**src/verilog/rx1_loss_pkg.sv**
```systemverilog
package rx1_loss_pkg;

  // Register offsets inside the configuration page.
  localparam logic [7:0] RANGE_SELECT_OFFSET = 8'hbc;
  localparam logic [7:0] RESERVED_GAP_OFFSET = 8'hbd;
  localparam logic [7:0] UPPER_THRESHOLD_OFFSET = 8'hbe;
  localparam logic [7:0] LOWER_THRESHOLD_OFFSET = 8'hbf;

  // Field positions in the ranging byte.
  localparam int UPPER_RANGE_MSB = 6;
  localparam int UPPER_RANGE_LSB = 4;
  localparam int LOWER_RANGE_MSB = 2;
  localparam int LOWER_RANGE_LSB = 0;
  localparam logic [7:0] RANGE_WRITE_MASK = 8'h77;

  // Reset values.
  localparam logic [7:0] RANGE_SELECT_RESET = 8'h00;
  localparam logic [7:0] RESERVED_GAP_RESET = 8'h00;
  localparam logic [7:0] UPPER_THRESHOLD_RESET = 8'h00;
  localparam logic [7:0] LOWER_THRESHOLD_RESET = 8'h00;

  // Full-scale per range code, in units of 0.01 percent of 1.25 V.
  localparam logic [13:0] SCALE_CODE0 = 14'd10000;
  localparam logic [13:0] SCALE_CODE1 = 14'd8002;
  localparam logic [13:0] SCALE_CODE2 = 14'd6669;
  localparam logic [13:0] SCALE_CODE3 = 14'd5005;
  localparam logic [13:0] SCALE_CODE4 = 14'd4005;
  localparam logic [13:0] SCALE_CODE5 = 14'd3338;
  localparam logic [13:0] SCALE_CODE6 = 14'd2862;
  localparam logic [13:0] SCALE_CODE7 = 14'd2504;

  // Signal strength sample: threshold code at full scale times scale.
  localparam int LEVEL_WIDTH = 22;

  // Host access request toward the register bank.
  typedef struct packed {
    logic rd;
    logic wr;
    logic [7:0] addr;
    logic [7:0] wdata;
  } host_req_type;

  // Security state supplied by the password logic.
  typedef struct packed {
    logic level1_password;
    logic level2_password;
    logic cfg_page_rw_permit;
    logic cfg_page_read_permit;
  } access_type;

  // Alarm states of the hysteresis comparator.
  typedef enum logic [1:0] {
    ALARM_IDLE = 2'b00,
    ALARM_LOW = 2'b01,
    ALARM_HIGH = 2'b10
  } alarm_state_type;

endpackage

```
**src/verilog/rx1_loss_compare.sv**
```systemverilog
module rx1_loss_compare
  import rx1_loss_pkg::*;
(
  // Clock and reset.
  input wire logic mclk,
  input wire logic rst_n,
  // Comparison levels and sampled input.
  input wire logic [LEVEL_WIDTH-1:0] upper_level,
  input wire logic [LEVEL_WIDTH-1:0] lower_level,
  input wire logic [LEVEL_WIDTH-1:0] sample_level,
  // Alarm bits.
  output logic rx1_signal_loss_low,
  output logic rx1_signal_loss_high
);

  alarm_state_type state_reg;
  alarm_state_type state_next;

  // Low alarm is raised below the lower level and held until above the upper.
  always_comb begin
    state_next = state_reg;
    case (state_reg)
      ALARM_IDLE, ALARM_HIGH: begin
        if (sample_level < lower_level) begin
          state_next = ALARM_LOW;
        end
      end
      ALARM_LOW: begin
        if (sample_level > upper_level) begin
          state_next = ALARM_HIGH;
        end
      end
      default: begin
        state_next = ALARM_IDLE;
      end
    endcase
  end

  // Alarm state register.
  always_ff @(posedge mclk) begin
    if (!rst_n) begin
      state_reg <= ALARM_IDLE;
    end else begin
      state_reg <= state_next;
    end
  end

  // Alarm outputs come straight from the state flops.
  assign rx1_signal_loss_low = (state_reg == ALARM_LOW);
  assign rx1_signal_loss_high = (state_reg == ALARM_HIGH);

endmodule

```
**src/verilog/rx1_loss_regs.sv**
```systemverilog
module rx1_loss_regs
  import rx1_loss_pkg::*;
(
  // Clock and reset.
  input wire logic mclk,
  input wire logic rst_n,
  // Host access from the serial memory engine.
  input wire host_req_type host_req,
  output logic [7:0] host_rdata,
  output logic host_hit,
  // Security and quick-trip state.
  input wire access_type access,
  input wire logic fast_trip_enable,
  // Signal strength sample from the converter, full scale per range.
  input wire logic [LEVEL_WIDTH-1:0] rx1_signal_strength_input,
  // Alarm bits and configured levels.
  output logic rx1_signal_loss_low,
  output logic rx1_signal_loss_high,
  output logic [LEVEL_WIDTH-1:0] upper_level,
  output logic [LEVEL_WIDTH-1:0] lower_level
);

  logic [7:0] range_reg;
  logic [7:0] range_next;
  logic [7:0] upper_reg;
  logic [7:0] upper_next;
  logic [7:0] lower_reg;
  logic [7:0] lower_next;
  logic [7:0] rdata_reg;
  logic [7:0] rdata_next;
  logic read_ok;
  logic write_ok;
  logic thresh_write_ok;
  logic [LEVEL_WIDTH-1:0] upper_level_reg;
  logic [LEVEL_WIDTH-1:0] upper_level_next;
  logic [LEVEL_WIDTH-1:0] lower_level_reg;
  logic [LEVEL_WIDTH-1:0] lower_level_next;

  // Map a range code to its full-scale factor.
  function automatic logic [13:0] scale_of(input logic [2:0] code);
    logic [13:0] s;
    s = SCALE_CODE0;
    case (code)
      3'h0: s = SCALE_CODE0;
      3'h1: s = SCALE_CODE1;
      3'h2: s = SCALE_CODE2;
      3'h3: s = SCALE_CODE3;
      3'h4: s = SCALE_CODE4;
      3'h5: s = SCALE_CODE5;
      3'h6: s = SCALE_CODE6;
      3'h7: s = SCALE_CODE7;
      default: s = SCALE_CODE0;
    endcase
    return s;
  endfunction

  // Linear level: threshold code times selected full-scale factor.
  function automatic logic [LEVEL_WIDTH-1:0] level_of(input logic [7:0] code,
                                                      input logic [2:0] range);
    // Both operands are widened first so the product keeps all of its bits.
    return LEVEL_WIDTH'(code) * LEVEL_WIDTH'(scale_of(range));
  endfunction

  // Permission decode from the password state.
  always_comb begin
    read_ok = access.level2_password
              | (access.level1_password & access.cfg_page_rw_permit)
              | (access.level1_password & access.cfg_page_read_permit);
    write_ok = access.level2_password
               | (access.level1_password & access.cfg_page_rw_permit);
    thresh_write_ok = write_ok & ~fast_trip_enable;
  end

  // Register next values; refused writes simply keep the old value.
  always_comb begin
    range_next = range_reg;
    upper_next = upper_reg;
    lower_next = lower_reg;
    if (host_req.wr) begin
      case (host_req.addr)
        RANGE_SELECT_OFFSET: begin
          if (write_ok) begin
            range_next = host_req.wdata & RANGE_WRITE_MASK;
          end
        end
        UPPER_THRESHOLD_OFFSET: begin
          if (thresh_write_ok) begin
            upper_next = host_req.wdata;
          end
        end
        LOWER_THRESHOLD_OFFSET: begin
          if (thresh_write_ok) begin
            lower_next = host_req.wdata;
          end
        end
        default: begin
          range_next = range_reg;
        end
      endcase
    end
  end

  // Storage registers; reset loads the package reset values.
  always_ff @(posedge mclk) begin
    if (!rst_n) begin
      range_reg <= RANGE_SELECT_RESET;
      upper_reg <= UPPER_THRESHOLD_RESET;
      lower_reg <= LOWER_THRESHOLD_RESET;
    end else begin
      range_reg <= range_next;
      upper_reg <= upper_next;
      lower_reg <= lower_next;
    end
  end

  // Read data; denied reads and the reserved byte return zero.
  always_comb begin
    rdata_next = 8'h00;
    if (host_req.rd && read_ok) begin
      case (host_req.addr)
        RANGE_SELECT_OFFSET: rdata_next = range_reg;
        RESERVED_GAP_OFFSET: rdata_next = RESERVED_GAP_RESET;
        UPPER_THRESHOLD_OFFSET: rdata_next = upper_reg;
        LOWER_THRESHOLD_OFFSET: rdata_next = lower_reg;
        default: rdata_next = 8'h00;
      endcase
    end
  end

  // Comparison levels from threshold codes and range fields.
  always_comb begin
    upper_level_next = level_of(upper_reg,
      range_reg[UPPER_RANGE_MSB:UPPER_RANGE_LSB]);
    lower_level_next = level_of(lower_reg,
      range_reg[LOWER_RANGE_MSB:LOWER_RANGE_LSB]);
  end

  // Read data and levels are registered.
  always_ff @(posedge mclk) begin
    if (!rst_n) begin
      rdata_reg <= 8'h00;
      upper_level_reg <= '0;
      lower_level_reg <= '0;
    end else begin
      rdata_reg <= rdata_next;
      upper_level_reg <= upper_level_next;
      lower_level_reg <= lower_level_next;
    end
  end

  // The bank claims its four addresses; the transaction is never stalled.
  assign host_hit = (host_req.addr[7:2] == RANGE_SELECT_OFFSET[7:2]);
  assign host_rdata = rdata_reg;
  assign upper_level = upper_level_reg;
  assign lower_level = lower_level_reg;

  // Hysteresis comparator on the sampled signal strength.
  rx1_loss_compare u_compare (
    .mclk(mclk),
    .rst_n(rst_n),
    .upper_level(upper_level_reg),
    .lower_level(lower_level_reg),
    .sample_level(rx1_signal_strength_input),
    .rx1_signal_loss_low(rx1_signal_loss_low),
    .rx1_signal_loss_high(rx1_signal_loss_high)
  );

endmodule
```
**config.mk**
```make
export PLATFORM = sky130hd
export DESIGN_NAME = rx1_loss_regs
export DESIGN_NICKNAME = d
export VERILOG_FILES = /design/src/verilog/rx1_loss_pkg.sv /design/src/verilog/rx1_loss_compare.sv /design/src/verilog/rx1_loss_regs.sv
export SDC_FILE = /design/constraint.sdc
export NUM_CORES = 1
export LEC_CHECK = 0
export ABC_CLOCK_PERIOD_IN_PS = 10550
export BUFFER_PORTS_ARGS = -buffer_cell sky130_fd_sc_hd__buf_4
export CAP_MARGIN = 10
export CORE_MARGIN = 2
export CORE_UTILIZATION = 60
export CTS_CLUSTER_DIAMETER = 120
export DETAILED_ROUTE_END_ITERATION = 16
export HOLD_SLACK_MARGIN = 0.08
export PLACE_DENSITY = 0.8
export SETUP_SLACK_MARGIN = 0.1
export SYNTH_ARGS = -nofsm -noshare
export SYNTH_HDL_FRONTEND = slang
export SYNTH_HIERARCHICAL = 1
export SYNTH_SLANG_ARGS = --single-unit
```
**constraint.sdc**
```tcl
create_clock -name mclk -period 10.55 [get_ports mclk]
set_input_delay 2.11 -clock mclk [delete_from_list [all_inputs] [get_ports mclk]]
set_output_delay 2.11 -clock mclk [all_outputs]
set_load 0.005 [all_outputs]
```
Word level (Yosys, flattened, before mapping)
Memory sizes are Yosys's and may differ from the RTL's. A register that Yosys moved wholly into a read port is not among the register bits.
Index checks and enable logic that the tools add are counted.

cells by class
  bitwise operators = 6
  add/subtract/negate cells = 0
  multiplexer cells = 8
  eq/ne operators = 8
  reduce and logical (&&, ||, !) cells = 8
  magnitude comparators = 2
  shift operators = 0
  multiply operators = 2
  div/mod/pow operators = 0

operators by type and width
  kind                                                                     count
  8-bit by 14-bit multiplier with 22-bit output                            2
  8-bit equality test, second input constant                               3
  8-bit one-hot mux with 3 select lines                                    1
  22-bit greater-than comparator                                           1
  22-bit less-than comparator                                              1
  3-bit 2-to-1 mux                                                         4
  3-bit AND reduction                                                      3
  6-bit equality test, second input constant                               1
  2-bit 2-to-1 mux                                                         2
  2-bit by 1-bit inequality test with 1-bit output, second input constant  2
  2-bit one-hot mux with 2 select lines                                    1
  2-bit AND reduction                                                      2
  1-bit AND                                                                3
  2-bit by 1-bit equality test with 1-bit output, second input constant    1
  2-bit equality test, second input constant                               1
  2-bit zero test                                                          1
  1-bit OR                                                                 2
  2-bit OR reduction                                                       1
  1-bit logical AND                                                        1
  1-bit NOT                                                                1

storage, ports and cells
  RAM bits = 0
  bits of input ports = 47
  register bits after elaboration = 76
  ROM bits = 224
  output and inout port bits = 55
  latch bits = 0
  memories = 2

memory list
  memory           words  bits a word  read ports  clocked after Yosys merged registers in  write ports  RTL line             RTL
  (no name shown)  8      14           1           1                                        0            rx1_loss_regs.sv:43  case (code)
  (no name shown)  8      14           1           1                                        0            rx1_loss_regs.sv:43

Longest topological paths before layout
Gate-level depths: netlist of the first run.

  depth in word-level cells = 5
  depth in mapped cells = 19
  gate-level depth less buffers = 17

By module
The synthesis of the first run kept the hierarchy.

by module, submodules not included
  module            cells an instance  instances  area an instance (um^2)
  rx1_loss_regs     1140               1          10511.3
  rx1_loss_compare  165                1          1177.4

Worst setup path after synthesis of the first run
OpenSTA, ideal clock, no wires.

  kind = input to output
  start = input host_req[14] (netlist bit)
  end = output host_hit
  path slack = 6058 ps
  buffers on the path = 0
  data required time = 8440 ps
  stages on the path = 2
  arrival time = 2382 ps
  cell sequence = nand2b_4 > nor2_1

between the ends
  longest elaborated chain between the ends = 1

RTL lines
  item                 RTL line              RTL
  start: declaration   rx1_loss_regs.sv:8    input wire host_req_type host_req,
  6-bit equality test  rx1_loss_regs.sv:152  assign host_hit = (host_req.addr[7:2] == RANGE_SELECT_OFFSET[7:2]);
  end: declaration     rx1_loss_regs.sv:10   output logic host_hit,

No other way between the ends.

Final worst setup path of the first run
  start = register lower_reg[2]
  end = register lower_level_reg[21] (netlist: lower_level[21])

between the ends
  longest elaborated chain between the ends = 1

RTL lines
  item                                           RTL line              RTL
  start: declaration                             rx1_loss_regs.sv:27   logic [7:0] lower_reg;
  start signal: assignment                       rx1_loss_regs.sv:112  lower_reg <= lower_next;
  8-bit by 14-bit multiplier with 22-bit output  rx1_loss_regs.sv:61   return LEVEL_WIDTH'(code) * LEVEL_WIDTH'(scale_of(range));
  end signal: assignment                         rx1_loss_regs.sv:147  lower_level_reg <= lower_level_next;
  end: declaration                               rx1_loss_regs.sv:36   logic [LEVEL_WIDTH-1:0] lower_level_reg;

No other way between the ends.
A chain may end at the register's enable or synchronous reset.

==> reports/qor_table.md, run 1 <==
| Quantity | Reported |
| --- | --- |
| Status | completed |
| Multi-input gate area in the final layout | 8550 sq um |
| Starting density of the core | 60.7% |
| CTS root buf | sky130_fd_sc_hd__clkbuf_16 |
| Share of the clock period used by the worst path | 46.2% |
| Leading cell types by count after synthesis | sky130_fd_sc_hd__inv_1, sky130_fd_sc_hd__and2_1, sky130_fd_sc_hd__fa_1 |
| Number of placement rows | 51 |
| Hold bufs inserted after CTS | 0 |
| Clock-pin slew on the worst setup and hold paths | 0.09 ns |
| Netlist area before placement | 11700 sq um |
| Worst-margin pin slew | 0.952 ns |
| Min-delay src | range_reg[5] |
| Depth of the CTS H-tree | 3 |
| Fraction of the yosys area taken by sequential cells | 17.5% |
| Critical path arrival | 5.11 ns |
| Max-capacitance violation count | 0 |
| Die height | 144 um |
| Area of placed instances | 12600 sq um |
| Yosys synthesis warning count | 6 |
| Initial detailed-routing violation count | 596 |
| Buffer depth of the longest clock path | 2 |
| Drt total wl | 26300 um |
| Launch point of the worst path | lower_reg[2] |
| Number of global-route vias before repair | 9118 |
| Number of cells on the worst reg-to-reg path | 15 |
| Class of the most critical setup path | register to register |
| Critical Path End Type | register |
| TritonCTS clock tree | done |
| Maximum clock frequency | 205 MHz |
| Count of inserted antenna diode cells | 0 |
| Residual overflow from global routing | 0 |
| Fraction of the core area covered by cells at the end of the flow | 67.1% |
| Power density normalized to cell area | 59.9 nW/um^2 |
| Count of TritonRoute iterations in the first routing pass | 5 |
| VDD IR max | 77.7 uV |
| I/O pin total | 102 |
| Final-report setup violation count | 0 |
| Number of antenna violations at the first check in global routing | 0 |
| Global placer's final weighted congestion | 0.948 |
| Crit path time final | 4.87 ns |
| Leak Pwr | 6.64 nW |
| Most instantiated flip-flop cell in the synthesis netlist | sky130_fd_sc_hd__dfxtp_1 |
| Vias | 8895 |
| Number of instances on the worst hold path | 2 |
| Synthesized area per cell | 8.96 sq um |
| Area of the die | 20600 sq um |
| Total Neg Setup Slack | 0 ns |
| Global-route wire length before repair | 43600 um |
| Area occupied by registers | 2040 sq um |
| Final instance area | 12900 sq um |
| Biggest area contributors in the synthesized netlist | sky130_fd_sc_hd__fa_1, sky130_fd_sc_hd__dfxtp_1, sky130_fd_sc_hd__ha_1, sky130_fd_sc_hd__and2_1, sky130_fd_sc_hd__inv_1 |
| Number of max-slew violations in the final report | 0 |
| Library cell with the highest instance count after synthesis | sky130_fd_sc_hd__inv_1 |
| DRC violations left | 0 |
| Total power | 775 uW |
| Post-CTS Setup Inserts | 0 |
| Reg-to-Reg Start | lower_reg[2] |
| Filler cell count | 1559 |
| Capture point of the worst reg-to-reg path | lower_level[21] |
| Flop and latch count out of synthesis | 102 |
| Syn-to-layout area delta | 10.6% |
| Worst-path fanout max | 15 |
| Hold Violations, Final | 0 |
| Number of instances resized during post-cts repair | 0 |
| Area inside the core boundary | 19300 sq um |
| Pin count of the biggest net entering global routing | 89 |
| Syn Inst Count | 1305 |
| Worst-case register-to-register setup slack | 5.68 ns |
| Width of the die | 144 um |
| Worst Clk Skew | 0.0204 ns |
| WHS Endpoint | range_reg[5] |
| Unique cell type count in the Yosys netlist | 64 |
| Setup repair after global routing missed its margin | false |
| Crit path required time | 10.79 ns |
| Layout cell share with drive strength beyond 1 | 10.6% |
| Final nets | 1705 |
| CTS buffer count | 9 |
| Post-DP HPWL | 21400 um |
| Post-detailed-route via-to-cell ratio | 5.39 |
| Latest clock arrival within the worst-skew pair | 0.36 ns |
| Slew HR | 34.7% |
| Antenna violation net count after detailed routing | 0 |
| Type of element launching the critical path | register |
| Global router's overall resource usage | 26.7% |
| Quantity of I/O buffers inserted on ports | 101 |
| Fraction of synthesized cell area taken by the top area cell type | 24.7% |
| Ys async rst share | 0% |
| Count of flip-flops with a built-in enable after synthesis | 0 |
| Post-synth net total | 1631 |
| Wire per inst | 15.9 um |
| Cell taking the most area after synthesis | sky130_fd_sc_hd__fa_1 |
| Worst min-delay path class | register to register |
| Number of clock sinks seen by CTS | 102 |
-- critical path: stages, from the launching register on --
cell                        delay, ns
sky130_fd_sc_hd__dfxtp_1         0.73
sky130_fd_sc_hd__nand2_1         0.16
sky130_fd_sc_hd__fa_1            0.53
sky130_fd_sc_hd__fa_1            0.54
sky130_fd_sc_hd__inv_1           0.05
sky130_fd_sc_hd__fa_1            0.48
sky130_fd_sc_hd__inv_1           0.05
sky130_fd_sc_hd__fa_1            0.47
sky130_fd_sc_hd__inv_1           0.04
sky130_fd_sc_hd__ha_1            0.34
sky130_fd_sc_hd__o211ai_1        0.11
sky130_fd_sc_hd__a21oi_1         0.17
sky130_fd_sc_hd__o2111ai_1       0.24
sky130_fd_sc_hd__o21ai_0         0.43
sky130_fd_sc_hd__nor3_1          0.12
sky130_fd_sc_hd__a211o_1         0.28
-- power breakdown --
part | switching, mW | leakage, nW | internal, mW | total (mW)
clock | 0.169 | 0.147 | 0.168 | 0.337
sequential | 0.000741 | 0.822 | 0.385 | 0.386
combinational | 0.0255 | 5.67 | 0.0256 | 0.0511
total | 0.195 | 6.64 | 0.579 | 0.775
-- placed cells by master (no fill, tap or decap), types with 6 or more instances in the layout --
master | Yosys | final
sky130_fd_sc_hd__a211oi_1 | 6 | 6
sky130_fd_sc_hd__a21boi_0 | 7 | 7
sky130_fd_sc_hd__a21o_1 | 11 | 11
sky130_fd_sc_hd__a21oi_1 | 50 | 50
sky130_fd_sc_hd__a22oi_1 | 7 | 7
sky130_fd_sc_hd__and2_1 | 188 | 188
sky130_fd_sc_hd__and3_1 | 6 | 6
sky130_fd_sc_hd__buf_4 | 0 | 102
sky130_fd_sc_hd__clkbuf_16 | 0 | 9
sky130_fd_sc_hd__dfxtp_1 | 102 | 102
sky130_fd_sc_hd__fa_1 | 144 | 144
sky130_fd_sc_hd__ha_1 | 135 | 135
sky130_fd_sc_hd__inv_1 | 250 | 250
sky130_fd_sc_hd__mux2_2 | 8 | 8
sky130_fd_sc_hd__mux2i_1 | 25 | 25
sky130_fd_sc_hd__nand2_1 | 104 | 104
sky130_fd_sc_hd__nand2b_1 | 13 | 13
sky130_fd_sc_hd__nand3_1 | 14 | 14
sky130_fd_sc_hd__nand4_1 | 13 | 13
sky130_fd_sc_hd__nor2_1 | 30 | 30
sky130_fd_sc_hd__nor2b_1 | 23 | 23
sky130_fd_sc_hd__o211ai_1 | 8 | 8
sky130_fd_sc_hd__o21ai_0 | 20 | 20
sky130_fd_sc_hd__xnor2_1 | 14 | 14
sky130_fd_sc_hd__xor2_1 | 14 | 14
-- layer usage --
layer  routed length (um)  share of wire, %  track usage (%)  vias to the layer above
met5                    0                 0                0                        -
met4                  575               2.2             7.74                        0
met3                 1450               5.5             4.03                       36
met2                12200                46             44.3                      273
met1                12100                46             36.6                     4321
li1                     -                 -                -                     4265
-- worst max path at each step --
stage	to	slack (ns)	cells after the start
after floorplan	host_hit	6.06	2
after global placement	upper_level[20]	5.80	16
after detailed placement	upper_level[20]	5.71	16
after CTS	upper_level[20]	5.69	16
after global routing	upper_level[20]	5.35	16
final	lower_level[21]	5.68	15
-- cell type report --
type	count	area share, %
well taps	265	2.56
clock inverters	7	0.571
clock buffers	9	1.74
flip-flops and latches	102	15.8
multi-input cells	914	66.1
inverters	250	7.26
repair buffers	102	5.92
-- metrics by stage --
step / cells / hold slack [ns] / setup slack [ns]
2_1_floorplan: 1305 / 0.473 / 6.06
3_3_place_gp: 1633 / 0.498 / 5.80
3_5_place_dp: 1633 / 0.509 / 5.71
4_1_cts: 1649 / 0.518 / 5.69
5_1_grt: 1649 / 0.568 / 5.35
6_report: 1649 / 0.519 / 5.68
-- kinds of logic (layout without fill, tap and decap cells) --
group / after synthesis / count (layout) / synth area share, %
flip-flops: 102 / 102 / 17.5
AO/OA/AOI/OAI: 149 / 149 / 8.35
XOR/XNOR: 28 / 28 / 2.10
adder cells (fa/ha/maj): 279 / 279 / 39.1
buffers and inverters: 289 / 368 / 9.42
multiplexers: 37 / 37 / 3.43
AND/OR/NAND/NOR: 421 / 421 / 20.1
Power figures use the tool's default switching activity.
==> run 2: changes to the inputs <==
--- a/config.mk
+++ b/config.mk
@@ -5,7 +5,8 @@
 export SDC_FILE = /design/constraint.sdc
 export NUM_CORES = 1
 export LEC_CHECK = 0
-export ABC_CLOCK_PERIOD_IN_PS = 10550
+export ABC_AREA = 1
+export ABC_CLOCK_PERIOD_IN_PS = 4550
 export BUFFER_PORTS_ARGS = -buffer_cell sky130_fd_sc_hd__buf_4
 export CAP_MARGIN = 10
 export CORE_MARGIN = 2
==> constraint.sdc (replaced) <==
create_clock -name mclk -period 4.55 [get_ports mclk]
set_input_delay 0.91 -clock mclk [delete_from_list [all_inputs] [get_ports mclk]]
set_output_delay 0.91 -clock mclk [all_outputs]
set_load 0.005 [all_outputs]
==> run 2 against run 1 <==
Compared with the run above: setup slack got worse by 5.3 ns; sequential cell count unchanged; clock skew decreased by 0.0057 ns; largest cell class unchanged; global-route usage increased by 1.5 points; critical path type unchanged; area after synthesis increased by 4.6%; critical endpoint is now upper_level[17]; clock power increased to 2.6 times the previous value; die area increased by 4.5%; fmax increased by 16%; design area increased by 4.6%.
==> reports/qor_table.md, run 2 <==
| Quantity | Reported | vs previous |
| --- | --- | --- |
| Syn Inst Count | 1773 | +36% |
| Crit path buffers/inverters | 3 | unchanged |
| Post-CTS Setup Inserts | 0 | unchanged |
| Max-capacitance violation count | 0 | unchanged |
| CP top delay family | adder cells |  |
| Relative contribution of combinational cells to total power | 6.7% | about the same |
| VDD IR max | 173 uV | +120% |
| Fraction of the core area covered by cells at the end of the flow | 67.3% | +0.16 points |
| Latest clock arrival within the worst-skew pair | 0.36 ns | about the same |
| Worst-path fanout max | 15 | unchanged |
| Antenna violation net count after detailed routing | 0 | unchanged |
| Peak per-stage delay on the critical path | 0.57 ns | -0.16 ns |
| Layout cell share with drive strength beyond 1 | 8.35% | -2.3 points |
| CTS root buf | sky130_fd_sc_hd__clkbuf_16 |  |
| Slowest CP cell | sky130_fd_sc_hd__dfxtp_2 |  |
| Worst min-delay path class | register to register |  |
| CTS buffer count | 9 | unchanged |
| Critical path arrival | 4.48 ns | -0.63 ns |
| Leak Pwr | 8.55 nW | +29% |
| Worst Clk Skew | 0.0146 ns | -0.00573 ns |
| Crit path time final | 4.21 ns | -0.666 ns |
| Worst-margin pin slew | 0.724 ns | -0.228 ns |
| Count of flip-flops with a built-in enable after synthesis | 0 | unchanged |
| Initial detailed-routing violation count | 750 | +26% |
| Global placer's final weighted congestion | 0.929 | -2.0% |
| I/O pin total | 102 | unchanged |
| Share of the clock period used by the worst path | 92.5% | +46 points |
| Biggest area contributors in the synthesized netlist | sky130_fd_sc_hd__fa_1, sky130_fd_sc_hd__dfxtp_1, sky130_fd_sc_hd__inv_1, sky130_fd_sc_hd__nand2_1, sky130_fd_sc_hd__ha_1 |  |
| Depth of the CTS H-tree | 3 | unchanged |
| Global-route wire length before repair | 49300 um | +13% |
| Maximum clock frequency | 238 MHz | +16% |
| Internal power contribution | 1.44 mW | +150% |
| Final-report setup violation count | 0 | unchanged |
| Cell taking the most area after synthesis | sky130_fd_sc_hd__fa_1 |  |
| Most frequent cells in the layout | sky130_fd_sc_hd__nand2_1, sky130_fd_sc_hd__inv_1, sky130_fd_sc_hd__fa_1 |  |
| Pin count of the biggest net entering global routing | 66 | -26% |
| Unique cell type count in the Yosys netlist | 35 | -45% |
| Ys async rst share | 0% | unchanged |
| Width of the die | 147 um | +2.2% |
| Global router's overall resource usage | 28.3% | +1.5 points |
| Final nets | 2167 | +27% |
| Number of max-slew violations in the final report | 0 | unchanged |
| TritonCTS clock tree | done |  |
| Syn-to-layout area delta | 10.5% | about the same |
| DRC violations left | 0 | unchanged |
| Quantity of I/O buffers inserted on ports | 101 | unchanged |
| Number of antenna violations at the first check in global routing | 0 | unchanged |
| Yosys synthesis warning count | 6 | unchanged |
| Power density normalized to cell area | 141 nW/um^2 | +140% |
| Drt total wl | 29300 um | +12% |
| Number of placement rows | 52 | +2.0% |
| Leading cell types by count after synthesis | sky130_fd_sc_hd__inv_1, sky130_fd_sc_hd__nand2_1, sky130_fd_sc_hd__fa_1 |  |
| Count of inserted antenna diode cells | 0 | unchanged |
| Buffer depth of the longest clock path | 2 | unchanged |
| Status | completed |  |
| Switching power summed over all nets | 465 uW | +140% |
| Clock-pin slew on the worst setup and hold paths | 0.08 ns | about the same |
| Critical Path End Type | register |  |
| Flop and latch count out of synthesis | 102 | unchanged |
| Wire per inst | 13.9 um | -13% |
| Post-detailed-route via-to-cell ratio | 5.03 | -6.8% |
| Net Sw Frac | 24.4% | -0.88 points |
| Area of the die | 21500 sq um | +4.5% |
| Synthesized area per cell | 6.90 sq um | -23% |
| Slew HR | 51.7% | +17 points |
| Total Neg Setup Slack | 0 ns | unchanged |
| Vias | 10600 | +20% |
| Part of the total power dissipated in the clock network | 46.4% | +2.8 points |
| Most instantiated flip-flop cell in the synthesis netlist | sky130_fd_sc_hd__dfxtp_1 |  |
| Type of element launching the critical path | register |  |
| Die height | 147 um | +2.2% |
| Hold Violations, Final | 0 | unchanged |
| Count of TritonRoute iterations in the first routing pass | 6 | +1 |
| Area inside the core boundary | 20100 sq um | +4.3% |
| Netlist area before placement | 12200 sq um | +4.6% |
| Fraction of synthesized cell area taken by the top area cell type | 23.6% | -1.1 points |
| Class of the most critical setup path | register to register |  |
| Sequential fraction of design power | 46.9% | -2.9 points |
| Worst path cell trace | nand2_1, fa_1, fa_1, inv_1, fa_1, inv_1, fa_1, inv_1, ha_1, nand2_1, nor2_1, nand3_1, nand3_1, nand2_1, nand3_1, nand2_1, nor2_1 |  |
| Number of global-route vias before repair | 10700 | +18% |
| Residual overflow from global routing | 0 | unchanged |
| Number of clock sinks seen by CTS | 102 | unchanged |
| Setup repair after global routing missed its margin | false |  |
| Post-DP HPWL | 24000 um | +13% |
| Starting density of the core | 60.8% | +0.19 points |
| Total power | 1.91 mW | +150% |
| Crit path required time | 4.82 ns | -5.97 ns |
| Post-synth net total | 2099 | +29% |
| Fraction of the yosys area taken by sequential cells | 16.7% | -0.78 points |
==> run 2: worst paths after layout <==
| check | cells after the start | startpoint | endpoint | slack (ns) |
|---|---|---|---|---|
| worst max-delay path | 17 | upper_reg[2] | upper_level[17] | 0.34 |
| worst min-delay path | 2 | range_reg[1] | range_reg[1] | 0.55 |
| worst max register to register | 17 | upper_reg[2] | upper_level[17] | 0.34 |
| worst min register to register | 2 | range_reg[1] | range_reg[1] | 0.55 |
==> run 2: final cells by class <==
cell class,count,area (sq um)
clock buffers,9,225
clock inverters,6,100
fillers,1756,6580
inverters,514,1930
multi-input cells,1106,8060
flip-flops and latches,102,2060
well taps,270,338
repair buffers,108,811
==> run 2: per-stage QoR <==
step	instance area [sq um]	cells	setup WS (ns)	hold slack [ns]
5_1_grt	13500	2115	0.106	0.582
6_report	13500	2115	0.341	0.546
4_1_cts	13500	2115	0.116	0.540
2_1_floorplan	12200	1773	0.616	0.459
3_3_place_gp	13200	2100	0.163	0.523
3_5_place_dp	13200	2100	0.156	0.532
==> run 2: cell families after synthesis <==
logic type                 after synthesis  share of synthesized area [%]
xor gates and xnor gates                 4                          0.286
adders and majority gates              279                           37.4
DFF                                    102                           16.7
AOI/OAI and AO/OA                      120                           5.12
buffers and inverters                  565                           17.4
and+or+nand+nor                        703                           23.1
==> run 2: worst reg2reg max path, delay by kind of cell, from the launching register on <==
kind	cells	cell delay [ns]
flops	1	0.57
buf+inv	3	0.15
fa+ha+maj	5	2.39
simple gates	9	1.02
==> run 2: what timing repair did <==
action	in CTS	in global routing
setup endpoints to repair	0	20
gates resized for setup	0	13
hold endpoints to repair	0	0
hold buffers	0	0
==> run 2: power groups by stage <==
stage | Sequential [mW] | Combinational, mW | Clock [mW]
3_3_place_gp | 0.917 | 0.122 | 0
6_report | 0.895 | 0.128 | 0.887
5_1_grt | 0.896 | 0.144 | 0.930
2_1_floorplan | 0.915 | 0.0686 | 0
3_5_place_dp | 0.917 | 0.126 | 0
4_1_cts | 0.895 | 0.127 | 0.888
==> run 2: metal layers <==
layer,vias up,GRT usage (%),share of wire (%)
met1,4884,38.1,44
met2,433,47.3,46
met5,-,0,0
li1,5252,-,-
met4,0,9.61,2.7
met3,65,3.76,7.8
==> run 3: changes to the inputs <==
--- a/config.mk
+++ b/config.mk
@@ -18,5 +18,4 @@
 export SETUP_SLACK_MARGIN = 0.1
 export SYNTH_ARGS = -nofsm -noshare
 export SYNTH_HDL_FRONTEND = slang
-export SYNTH_HIERARCHICAL = 1
 export SYNTH_SLANG_ARGS = --single-unit
==> run 3 against run 2 <==
Compared with the run above: sequential share of layout area increased by 0.16 points; cell count decreased by 3.8%; die area decreased by 1.1%; sequential cell count unchanged; setup slack got worse by 0.040 ns; largest power group unchanged.
==> reports/qor_table.md, run 3 <==
| Quantity | Reported | vs previous |
| --- | --- | --- |
| Depth of the CTS H-tree | 3 | unchanged |
| Number of clock sinks seen by CTS | 102 | unchanged |
| I/O pin total | 102 | unchanged |
| DRC violations left | 0 | unchanged |
| Most instantiated flip-flop cell in the synthesis netlist | sky130_fd_sc_hd__dfxtp_1 |  |
| Hold bufs inserted after CTS | 0 | unchanged |
| Critical Path End Type | register |  |
| Post-synth net total | 2021 | -3.7% |
| Cell taking the most area after synthesis | sky130_fd_sc_hd__fa_1 |  |
| WHS Endpoint | range_reg[1] |  |
| Drt total wl | 29100 um | -0.65% |
| Antenna violation net count after detailed routing | 0 | unchanged |
| Number of global-route vias before repair | 10400 | -2.9% |
| Global router's overall resource usage | 28.4% | +0.10 points |
| Residual overflow from global routing | 0 | unchanged |
| Number of instances resized during post-cts repair | 0 | unchanged |
| Unique cell type count in the Yosys netlist | 44 | +26% |
| Type of element launching the critical path | register |  |
| Syn Inst Count | 1695 | -4.4% |
| Area inside the core boundary | 19700 sq um | -2.2% |
| Count of flip-flops with a built-in enable after synthesis | 0 | unchanged |
| Dominant cell type by count on the critical path | sky130_fd_sc_hd__fa_1 |  |
| Worst path cell trace | nand2_1, inv_1, fa_1, fa_1, fa_1, inv_1, fa_1, inv_1, ha_1, nand2_1, nor2_1, nand3_1, o21ai_0, o21ai_0, nor2_1 |  |
| Hold Violations, Final | 0 | unchanged |
| Filler cell count | 1685 | -4.0% |
| Biggest area contributors in the synthesized netlist | sky130_fd_sc_hd__fa_1, sky130_fd_sc_hd__dfxtp_1, sky130_fd_sc_hd__inv_1, sky130_fd_sc_hd__ha_1, sky130_fd_sc_hd__nand2_1 |  |
| Leading cell types by count after synthesis | sky130_fd_sc_hd__inv_1, sky130_fd_sc_hd__nand2_1, sky130_fd_sc_hd__fa_1 |  |
| Max-capacitance violation count | 0 | unchanged |
| Worst min-delay path class | register to register |  |
| Clock-pin slew on the worst setup and hold paths | 0.07 ns | about the same |
| Global-route wire length before repair | 49200 um | -0.27% |
| Layout cell share with drive strength beyond 1 | 9.10% | +0.75 points |
| Starting density of the core | 61.5% | +0.70 points |
| Netlist area before placement | 12100 sq um | -1.1% |
| Crit path time final | 4.25 ns | +0.0404 ns |
| Latest clock arrival within the worst-skew pair | 0.36 ns | about the same |
| VDD IR max | 167 uV | -3.5% |
| Critical path arrival | 4.54 ns | +0.06 ns |
| Buffer depth of the longest clock path | 2 | unchanged |
| Setup repair after global routing missed its margin | true |  |
| CTS root buf | sky130_fd_sc_hd__clkbuf_16 |  |
| Post-detailed-route via-to-cell ratio | 5.09 | +1.2% |
| Flop and latch count out of synthesis | 102 | unchanged |
| Power density normalized to cell area | 140 nW/um^2 | -1.2% |
| Crit path required time | 4.84 ns | +0.02 ns |
| Final nets | 2091 | -3.5% |
| Quantity of I/O buffers inserted on ports | 101 | unchanged |
| Leak Pwr | 8.10 nW | -5.2% |
| Fraction of the yosys area taken by sequential cells | 16.9% | +0.19 points |
| Global placer's final weighted congestion | 0.970 | +4.4% |
| Width of the die | 146 um | -0.55% |
| CTS buffer count | 9 | unchanged |
| Crit path buffers/inverters | 3 | unchanged |
| Post-CTS Setup Inserts | 0 | unchanged |
| Number of instances in the placed design | 2019 | -3.9% |
| Fin cells | 2034 | -3.8% |
| Worst-path fanout max | 8 | -7 |
| TritonCTS clock tree | done |  |
| Slew HR | 50.2% | -1.5 points |
| Fraction of synthesized cell area taken by the top area cell type | 23.8% | +0.27 points |
| Status | completed |  |
| Worst Clk Skew | 0.00713 ns | -0.00749 ns |
| Yosys synthesis warning count | 0 | -6 |
| Number of instances on the worst hold path | 2 | unchanged |
| Syn-to-layout area delta | 10.8% |  |
| CP top delay family | adder cells |  |
| Most frequent cells in the layout | sky130_fd_sc_hd__inv_1, sky130_fd_sc_hd__nand2_1, sky130_fd_sc_hd__fa_1 |  |
| Pin count of the biggest net entering global routing | 44 | -33% |
| Initial detailed-routing violation count | 777 | +3.6% |
| Class of the most critical setup path | register to register |  |
| Count of TritonRoute iterations in the first routing pass | 5 | -1 |
| Worst-case register-to-register setup slack | 0.30 ns | -0.04 ns |
| Total Neg Setup Slack | 0 ns | unchanged |
| Capture point of the worst reg-to-reg path | upper_level[15] |  |
| Peak per-stage delay on the critical path | 0.58 ns | about the same |
| Worst-margin pin slew | 0.746 ns | +0.0222 ns |
| Maximum clock frequency | 235 MHz | -0.95% |
| Number of cells on the worst reg-to-reg path | 15 | -2 |
| Number of antenna violations at the first check in global routing | 0 | unchanged |
| Synthesized area per cell | 7.14 sq um | +3.4% |
| Wire per inst | 14.3 um | +3.3% |
| Slowest CP cell | sky130_fd_sc_hd__dfxtp_1 |  |
| Leading cell type in the layout, fill and taps excluded | sky130_fd_sc_hd__inv_1 |  |
| Area of the die | 21300 sq um | -1.1% |
| Number of max-slew violations in the final report | 0 | unchanged |
| Min-delay src | range_reg[1] |  |
| Number of placement rows | 51 | -1.9% |
| Ys async rst share | 0% | unchanged |
| Vias | 10400 | -2.7% |
| Final-report setup violation count | 0 | unchanged |
| Count of inserted antenna diode cells | 0 | unchanged |
| Post-DP HPWL | 24100 um | +0.15% |
| Library cell with the highest instance count after synthesis | sky130_fd_sc_hd__inv_1 |  |
| Share of the clock period used by the worst path | 93.4% | +0.89 points |
| Die height | 146 um | -0.55% |
==> run 3: changes by cell type in the layout (fill, tap and decap cells not counted), moves of 5 or more <==
cell | before | now
sky130_fd_sc_hd__inv_1 | 510 | 488
sky130_fd_sc_hd__o21ai_1 | 1 | 7
sky130_fd_sc_hd__o21a_1 | 1 | 9
sky130_fd_sc_hd__o21bai_1 | 2 | 9
sky130_fd_sc_hd__nor3_1 | 6 | 12
sky130_fd_sc_hd__nor2_1 | 101 | 95
sky130_fd_sc_hd__nand3_1 | 63 | 47
sky130_fd_sc_hd__a21o_1 | 2 | 7
sky130_fd_sc_hd__a21oi_1 | 79 | 85
sky130_fd_sc_hd__nand2_1 | 510 | 413
==> run 3: final cells by class <==
class / count / area, sq um / area share (%)
Tap cell: 265 / 332 / 2.47
Multi-Input combinational cell: 1044 / 7970 / 59.5
Timing Repair Buffer: 111 / 846 / 6.31
Clock inverter: 6 / 95.1 / 0.710
Sequential cell: 102 / 2060 / 15.4
Inverter: 497 / 1870 / 13.9
Clock buffer: 9 / 225 / 1.68
==> run 3: worst reg2reg max path: cells and delay by family (launching register included) <==
family / cells / cell delay, ns
flip-flops: 1 / 0.58
AND/OR/NAND/NOR: 5 / 0.63
AO/OA/AOI/OAI: 2 / 0.42
adder cells (fa/ha/maj): 5 / 2.37
buffers and inverters: 3 / 0.18
==> run 3: power by group <==
group	switching, mW	internal, mW	total [mW]
clock network	0.364	0.485	0.849
registers	0.00243	0.893	0.896
logic	0.0680	0.0584	0.126
==> run 3: worst max-delay path by stage <==
stage | to | cells after the start
floorplan | lower_level[14] | 17
global placement | upper_level[15] | 13
detailed placement | upper_level[16] | 17
CTS | upper_level[16] | 17
global route | upper_level[16] | 17
finish | upper_level[15] | 15
==> run 3: kinds of logic (layout without fill, tap and decap cells) <==
| family | count (synthesis) | count (layout) | synth area share [%] |
|---|---|---|---|
| flip-flops | 102 | 102 | 16.9 |
| XOR/XNOR | 4 | 4 | 0.290 |
| buffers and inverters | 549 | 623 | 17.2 |
| adder cells (fa/ha/maj) | 279 | 279 | 37.8 |
| AO/OA/AOI/OAI | 168 | 168 | 8.15 |
| AND/OR/NAND/NOR | 593 | 593 | 19.7 |
==> run 3: metrics by stage <==
step	total power, mW	instance area (sq um)	setup slack, ns	utilization [%]	hold WS, ns
6_report	1.87	13400	0.301	68.2	0.544
5_1_grt	1.94	13400	0.0964	68.2	0.557
4_1_cts	1.89	13400	0.111	68.1	0.546
3_5_place_dp	1.04	13100	0.143	66.5	0.530
3_3_place_gp	1.04	13100	0.244	66.5	0.515
2_1_floorplan	0.983	12100	0.559	-	0.456
==> run 3: routing by layer <==
metal / track usage [%] / up-vias / part of all wire, %
met1: 37.3 / 4771 / 43
li1: - / 5104 / -
met5: 0 / - / 0
met3: 4.89 / 56 / 7.2
met4: 8.35 / 0 / 2.5
met2: 48.3 / 421 / 48
